**config.mk**
```make
export PLATFORM = sky130hd
export DESIGN_NAME = cid_debouncer
export DESIGN_NICKNAME = d
export VERILOG_FILES = /design/src/cid_pkg.sv /design/src/cid_debouncer.sv
export SDC_FILE = /design/constraint.sdc
export NUM_CORES = 2
export LEC_CHECK = 0
export BUFFER_PORTS_ARGS = -buffer_cell sky130_fd_sc_hd__buf_2
export CAP_MARGIN = 20
export CORE_AREA = 3 3 307 309
export CTS_CLUSTER_DIAMETER = 40
export DETAILED_ROUTE_END_ITERATION = 10
export DIE_AREA = 0 0 310 312
export GPL_ROUTABILITY_DRIVEN = 0
export HOLD_SLACK_MARGIN = 0.06
export PLACE_DENSITY = 0.7
export SETUP_SLACK_MARGIN = 0.15
export SLEW_MARGIN = 20
export SYNTH_ARGS = -nofsm -noshare
export SYNTH_HDL_FRONTEND = slang
export SYNTH_SLANG_ARGS = --single-unit
```
**constraint.sdc**
```tcl
create_clock -name clk -period 4 [get_ports clk]
set_input_delay 0.4 -clock clk [delete_from_list [all_inputs] [get_ports clk]]
set_output_delay 0.4 -clock clk [all_outputs]
set_load 0.005 [all_outputs]
```
**src/cid_pkg.sv**
```systemverilog
// Package of constants and types for the contact input debouncer
// Function
// - All inputs are sampled together on one strobe every 0.5 ms.
// - Raw sample compares input voltage with one threshold per group of four.
// - New state accepted after persisting the debounce interval; 2.5 ms means sixth sample.
// - Open-to-closed and closed-to-open use the same procedure and interval.
// - Operand reads 1 for closed contact; complementary operand shows open.
// - With logging enabled, every validated change produces an event record.
// - Event carries time of the first sample of the validating run.
// - Time stamps have 1 microsecond resolution, whatever the debounce interval.
// - Protection passes occur eight per power cycle, timed by frequency tracking.
// - Validated state copied to operand at start of the next protection pass.
// - Operand response equals debounce interval plus zero to one pass.
// - At startup, fitted inputs are found; absent inputs stay inactive.
package cid_pkg;
  localparam int CLK_HZ = 20_000_000;
  localparam int SCAN_PERIOD_US = 500;
  localparam int SCAN_CYCLES = CLK_HZ / 1_000_000 * SCAN_PERIOD_US;
  localparam int STAMP_RES_US = 1;
  localparam int US_CYCLES = CLK_HZ / 1_000_000 * STAMP_RES_US;
  localparam int PASSES_PER_CYCLE = 8;
  localparam int GROUP_SIZE = 4;
  localparam int VOLT_W = 8;
  localparam int STAMP_W = 32;
  localparam int DEB_W = 8;
  localparam logic [DEB_W-1:0] DEB_RST = 8'h05;
  localparam logic [VOLT_W-1:0] THR_RST = 8'h11;

  // One logged change of one input
  typedef struct packed {
    logic valid;
    logic [7:0] index;
    logic closed;
    logic [STAMP_W-1:0] stamp;
  } cid_event_t;
endpackage

```
**src/cid_debouncer.sv**
```systemverilog
// Contact input scanner, debouncer, event stamper and pass-aligned operand update
`timescale 1ns/1ps
module cid_debouncer #(
  parameter int N_IN = 16,
  parameter int PASS_CYCLES = 41667
)(
  input wire logic clk,
  input wire logic rst_n,
  input wire logic [N_IN*cid_pkg::VOLT_W-1:0] input_volts,
  input wire logic [(N_IN/cid_pkg::GROUP_SIZE)*cid_pkg::VOLT_W-1:0] group_threshold,
  input wire logic [cid_pkg::DEB_W-1:0] debounce_interval,
  input wire logic [N_IN-1:0] event_enable,
  input wire logic [N_IN-1:0] input_fitted,
  input wire logic tracking_valid,
  input wire logic [31:0] tracked_pass_cycles,
  output logic [N_IN-1:0] input_closed_operand,
  output logic [N_IN-1:0] input_open_operand,
  output logic pass_start,
  output cid_pkg::cid_event_t event_out,
  output logic [cid_pkg::STAMP_W-1:0] time_us
);
  localparam int NG = N_IN / cid_pkg::GROUP_SIZE;

  typedef struct packed {
    logic [15:0] scan_cnt;
    logic [7:0] us_cnt;
    logic [cid_pkg::STAMP_W-1:0] time_us;
    logic [31:0] pass_cnt;
    logic pass_start;
    logic [N_IN-1:0] fitted;
    logic started;
    logic [N_IN-1:0] accepted;
    logic [N_IN-1:0] pending;
    logic [N_IN-1:0][cid_pkg::DEB_W-1:0] run_cnt;
    logic [N_IN-1:0][cid_pkg::STAMP_W-1:0] run_stamp;
    logic [N_IN-1:0] closed_op;
    logic [N_IN-1:0] open_op;
    logic [N_IN-1:0] ev_flag;
    cid_pkg::cid_event_t ev;
  } cid_state_t;

  cid_state_t q, d;
  logic [N_IN-1:0] raw;

  // Raw comparison, one threshold per group of four
  for (genvar i = 0; i < N_IN; i++)
  begin : g_cmp
    assign raw[i] = input_volts[i*cid_pkg::VOLT_W +: cid_pkg::VOLT_W] >=
      group_threshold[(i/cid_pkg::GROUP_SIZE)*cid_pkg::VOLT_W +: cid_pkg::VOLT_W];
  end

  always_comb
  begin
    logic scan;
    logic [31:0] plen;
    logic found;
    logic [N_IN-1:0] ev_set;
    scan = 1'b0;
    ev_set = '0;
    plen = 32'h0;
    found = 1'b0;
    d = q;
    d.pass_start = 1'b0;
    d.ev.valid = 1'b0;
    // Microsecond time base for stamps
    if (q.us_cnt == 8'(cid_pkg::US_CYCLES - 1))
    begin
      d.us_cnt = 8'h00;
      d.time_us = q.time_us + 32'h1;
    end
    else
    begin
      d.us_cnt = q.us_cnt + 8'h01;
    end
    // Common scan strobe for all inputs
    if (q.scan_cnt == 16'(cid_pkg::SCAN_CYCLES - 1))
    begin
      d.scan_cnt = 16'h0000;
      scan = 1'b1;
    end
    else
    begin
      d.scan_cnt = q.scan_cnt + 16'h0001;
    end
    // Pass length follows frequency tracking when it is valid
    plen = tracking_valid ? tracked_pass_cycles : 32'(PASS_CYCLES);
    if (plen < 32'h2)
    begin
      plen = 32'h2;
    end
    if (q.pass_cnt >= plen - 32'h1)
    begin
      d.pass_cnt = 32'h0;
      d.pass_start = 1'b1;
    end
    else
    begin
      d.pass_cnt = q.pass_cnt + 32'h1;
    end
    // Latch fitted inputs once after reset
    if (!q.started)
    begin
      d.started = 1'b1;
      d.fitted = input_fitted;
    end
    // Symmetric debounce per input
    if (scan && q.started)
    begin
      for (int i = 0; i < N_IN; i++)
      begin
        if (!q.fitted[i])
        begin
          d.pending[i] = 1'b0;
        end
        else if (raw[i] == q.accepted[i])
        begin
          d.pending[i] = 1'b0;
          d.run_cnt[i] = '0;
        end
        else if (!q.pending[i])
        begin
          d.pending[i] = 1'b1;
          d.run_cnt[i] = 8'h01;
          d.run_stamp[i] = q.time_us;
        end
        else
        begin
          d.run_cnt[i] = q.run_cnt[i] + 8'h01;
        end
        // Validate on sample interval+1 of the run (2.5 ms -> 6th), either direction;
        // comparing the old count keeps an interval of 255 from wrapping the counter
        if (q.fitted[i] && raw[i] != q.accepted[i] &&
          ((q.pending[i] ? q.run_cnt[i] : '0) >= debounce_interval))
        begin
          d.accepted[i] = raw[i];
          d.pending[i] = 1'b0;
          d.run_cnt[i] = '0;
          ev_set[i] = event_enable[i];
        end
      end
    end
    // One event record per cycle, lowest index first
    for (int i = 0; i < N_IN; i++)
    begin
      if (q.ev_flag[i] && !found)
      begin
        found = 1'b1;
        d.ev_flag[i] = 1'b0;
        d.ev.valid = 1'b1;
        d.ev.index = 8'(i);
        d.ev.closed = q.accepted[i];
        d.ev.stamp = q.run_stamp[i];
      end
    end
    // A fresh validation outranks the clear of a record sent this cycle
    d.ev_flag = d.ev_flag | ev_set;
    // Operands change only at pass start, so a pass sees one state
    if (q.pass_start)
    begin
      d.closed_op = q.accepted & q.fitted;
      d.open_op = ~q.accepted & q.fitted;
    end
  end

  // State register
  always_ff @(posedge clk or negedge rst_n)
  begin
    if (!rst_n)
    begin
      q <= '0;
    end
    else
    begin
      q <= d;
    end
  end

  assign input_closed_operand = q.closed_op;
  assign input_open_operand = q.open_op;
  assign pass_start = q.pass_start;
  assign event_out = q.ev;
  assign time_us = q.time_us;
endmodule

```
* Word level (Yosys, flattened, before mapping) *
Index checks and enable logic that the tools add are counted.

storage, ports and cells
  input bits = 235
  register bits after elaboration = 868
  word-level logic and storage cells = 514

operators by class
  add/sub/neg operators = 21
  bitwise operators = 36
  equal/unequal tests = 34
  mux-type cells = 198
  order comparisons = 34
  reduce and logical (&&, ||, !) cells = 128

operator list
  kind                                                          count
  two-way mux 42 bit                                            16
  two-way mux 8 bit                                             81
  greater-or-equal comparator 8 bit                             32
  adder 8 x 1 -> 8 bit (second input constant)                  17
  two-way mux 1 bit                                             96
  two-way mux 32 bit                                            3
  adder 32 x 1 -> 32 bit (second input constant)                2
  AND reduction 2 bit                                           32
  AND reduction 4 bit                                           16
  logical AND 1 bit                                             48
  AND 16 bit                                                    2
  greater-or-equal comparator 32 bit                            1
  less-than comparator 32 x 2 -> 1 bit (second input constant)  1
  two-way mux 16 bit                                            2
  inverter 1 bit                                                32
  nonzero test 2 bit                                            16
  subtractor 32 x 1 -> 32 bit (second input constant)           1
  adder 16 x 1 -> 16 bit (second input constant)                1
  equality test 1 bit                                           16
  equality test 16 x 14 -> 1 bit (second input constant)        1
  inequality test 1 bit                                         16
  inverter 16 bit                                               1
  OR 16 bit                                                     1
  nonzero test 16 bit                                           1
  2 further kinds                                               16

* Depth between registers and ports, before layout *
  depth after elaboration = 47
  depth in mapped cells = 23

* Worst setup path before layout *
OpenSTA, ideal clock, no wires.

  kind = input to register
  start = input port tracked_pass_cycles[16]
  end = register q[783] in the netlist's numbering
  path slack = -1.195 ns
  required time = 3.928 ns
  arrival = 5.123 ns
  stages = 23
  setup time = 0.072 ns
  cells stage by stage = or4_4 or3_4 or4_4 buf_6 and4bb_2 o21a_1 ha_1 nand3_1 or3_1 clkbuf_1 or2_2 nor4_1 xor2_1 nand2_1 ha_1 a21oi_1 nor2_1 a211oi_1 o21ai_0 a21oi_1 nand2_1 clkbuf_1 nor2_1

RTL lines
  item                  line                  RTL
  from (decl)           cid_debouncer.sv:15   input wire logic [31:0] tracked_pass_cycles,
  to (signal assigned)  cid_debouncer.sv:170  q <= '0;
  to (signal assigned)  cid_debouncer.sv:174  q <= d;
  to (decl)             cid_debouncer.sv:42   cid_state_t q, d;

==> results.toml <==
[outcome]
status = "finished with violations"
violations = "negative setup slack"

[power_and_ir_drop]
p_clk_share_pct = 52.9
cellLeakagePower_nw = 27.6
p_int_mw = 17.7
netSwitchingFraction_pct = 24.3
seq_power_share_pct = 39.0
powerDensity_nw_per_um2 = 419
switching_power_mw = 5.68
vdd_drop_max_mv = 0.347
combPwrFrac_pct = 8.1

[routing]
wl_per_cell_um = 21.9
post-route-drc-count = 0
routed_wl_um = 134000
drtPass1Iterations = 6
drt-initial-drc-count = 2947
vias = 37200
vias_per_cell = 6.10
drtAntennaViolNets = 0

[setup_path]
rr_startpoint = "q[863]"
cp-end-kind = "flip-flop"
worstSetupPathType = "input pin to flip-flop"
startpoint = "tracked_pass_cycles[16]"
path_max_fanout = 23
crit_required_ns = 4.63
cp-start-kind = "input pin"
cp.arrival_ns = 4.90

[logic_synthesis]
synth_compound_area_share_pct = 14.4
synthMuxAreaShare_pct = 13.0
synth-simple-area-share_pct = 12.2
synth_ff_type = "dfrtp_1"
syn_area_um2 = 47700
syn_inst = 4520
synth_top_cell_by_area = "dfrtp_1"
yosysSeqAreaShare_pct = 45.3
yosysUniqueCellTypes = 89
synthXorXnorAreaFrac_pct = 1.98
ys_ff_latch = 864
synth_edf_count = 0
avgSynthCellArea_um2 = 10.5
synth_fa_ha_area_share_pct = 8.11
synthArstFlopShare_pct = 100
synth_top_family_by_area = "compound AO/OA/AOI/OAI gates"
synth_area_leaders = "dfrtp_1, mux2_2, ha_1, o21ai_0, nand2_1"
synth_top_area_share_pct = 45.3
yosys_warnings = 0

[timing]
hold_viol_final = 0
slew_violations = 0
skew_ns = 0.0320
setup_violations = 33
max_freq_mhz = 234
slew_headroom_pct = 23.8
fin_crit_ns = 4.27
worstMarginPinSlew_ns = 1.14
fin_ws_ns = -0.267
finalCritPeriodShare_pct = 107
rsz0062_at_grt = "yes"

[final_layout]
final_common_cell = "dfrtp_1"
mostFrequentLayoutCells = "dfrtp_1, mux2_2, buf_2, ha_1, o21ai_0"
final_nets = 5359
instances_no_fill = 6105
seqCellArea_um2 = 21600
area_growth_syn_to_layout_pct = 17.0
multi_input_area_um2 = 23900
fillers = 7375
drive_gt1_share_pct = 27.2

[clock_tree]
h-tree-depth = 4
cts_tree = "done"
root_buffer = "clkbuf_16"
clk_latency_ns = 0.74
cts_buffers = 130
cts_max_path_buffers = 3
clkTransAtPathRegs_ns = 0.05
clkSinkCount = 864

[placement]
post-dp-hpwl_um = 86800
pre_cts_ws_ns = -1.22
io_buffer_count = 337
dp.cells = 5831

[global_route]
grt_use_total_pct = 27.4
antenna_found_initial = 4
grt_pass1_wl_um = 209000
grt_overflow = 0
grt_pass1_vias = 37400
grt_start_max_net_pins = 93

[worst_hold_path]
min_path_type = "input pin to flip-flop"
hold_start = "event_enable[8]"

[floorplan]
rows = 111
die_x_um = 310
initial_utilization_pct = 52.0
io-pin-count = 342
coreArea_um2 = 91700
die-area_um2 = 96700
die-height_um = 312

[flow_run]
drv_cap = 0
[Yosys cell counts (33+ instances only)]
cell / instances
nand2b_1: 34
nand4_1: 33
and3_1: 50
ha_1: 309
buf_1: 41
inv_1: 129
o21a_1: 35
mux2_2: 531
nor2_1: 238
or3_1: 34
xnor2_1: 66
buf_4: 106
o21ai_0: 279
nor2b_1: 38
a21o_1: 69
a31oi_1: 36
xor2_1: 42
nand3_1: 131
a21oi_1: 195
a22oi_1: 65
clkbuf_1: 194
nand2_1: 265
nor3_1: 77
and2_1: 138
o22ai_1: 74
dfrtp_1: 864
[cell type report]
type | count | area share [%]
timing repair buffer | 534 | 6.29
tap | 1186 | 2.66
clock buffer | 157 | 6.37
sequential | 864 | 38.8
multi-input combinational | 3154 | 42.8
inverter | 131 | 0.881
antenna | 2 | 0.00897
clock inverter | 77 | 2.21
[layer usage]
metal / share of wire, % / GRT usage [%] / wire, um
met4: 3.5 / 10.7 / 4700
met5: 0.0060 / 0 / 8
met3: 6.8 / 4.54 / 9100
met1: 43 / 36.7 / 57000
met2: 47 / 44.6 / 62900
[worst max-delay path, cell delays in order]
cell and delay, ns:
buf_6 0.09, or4_4 0.52, or3_4 0.34, or4_4 0.50, and4bb_2 0.32, o21a_1 0.18
ha_4 0.15, nand3_2 0.06, or3_4 0.37, or2_4 0.28, nor3_2 0.13, xor2_1 0.16
nand2_1 0.07, ha_1 0.31, nand2_1 0.07, nor2_1 0.05, a211oi_2 0.19, o21ai_1 0.10
a21oi_2 0.21, nand2_2 0.11, buf_12 0.17, nor2_1 0.12
[sequential cells by signal, summed over array words and instances (netlist names)]
name and count:
event_out 38, time_us 32, pass_start 1, input_closed_operand 16, input_open_operand 16, q 761
[power by group through the flow]
stage	logic (mW)	clock network, mW	registers (mW)
finish	1.88	12.4	9.12
CTS	1.89	12.5	9.12
global placement	1.79	0	9.26
detailed placement	1.85	0	9.26
floorplan	1.14	0	9.19
global route	2.14	12.9	9.14
[metrics by stage]
stage          util (%)  hold slack (ns)  power [mW]  TNS [ns]  area, um2
6_report           60.9            0.111        23.4     -7.45      55800
5_1_grt            60.9            0.113        24.2    -12.61      55800
4_1_cts            60.8           0.0721        23.5     -6.64      55800
3_5_place_dp       55.2            0.452        11.1    -39.14      50600
3_3_place_gp       55.2            0.437        11.0    -37.07      50600
2_1_floorplan         -            0.104        10.3    -31.14      47800
[cells by family after synthesis]
group | count (synthesis)
other | 2
xor gates and xnor gates | 108
adders and majority gates | 309
AOI/OAI and AO/OA | 1038
and+or+nand+nor | 1143
buffers and inverters | 505
muxes | 551
DFF | 864
[worst paths after layout]
| kind | slack, ns | cells past startpoint | endpoint |
|---|---|---|---|
| worst max-delay path | -0.27 | 22 | q[789] |
| worst min-delay path | 0.11 | 3 | q[50] |
| worst max register to register | 0.47 | 6 | q[379] |
| worst min register to register | 0.46 | 1 | q[844] |
| max in group asynchronous | 2.60 | 3 | event_out[25] |
| min in group asynchronous | 0.32 | 2 | input_open_operand[8] |
[timing repair]
action                     CTS  global route
setup buffers                4             2
cloned                       0             0
resized for setup           10             7
setup endpoints to repair   33            33
hold endpoints to repair    93             0
pin swaps                    7             5
hold buffers                32             0
No activity file was read; power rests on OpenSTA's default activity.
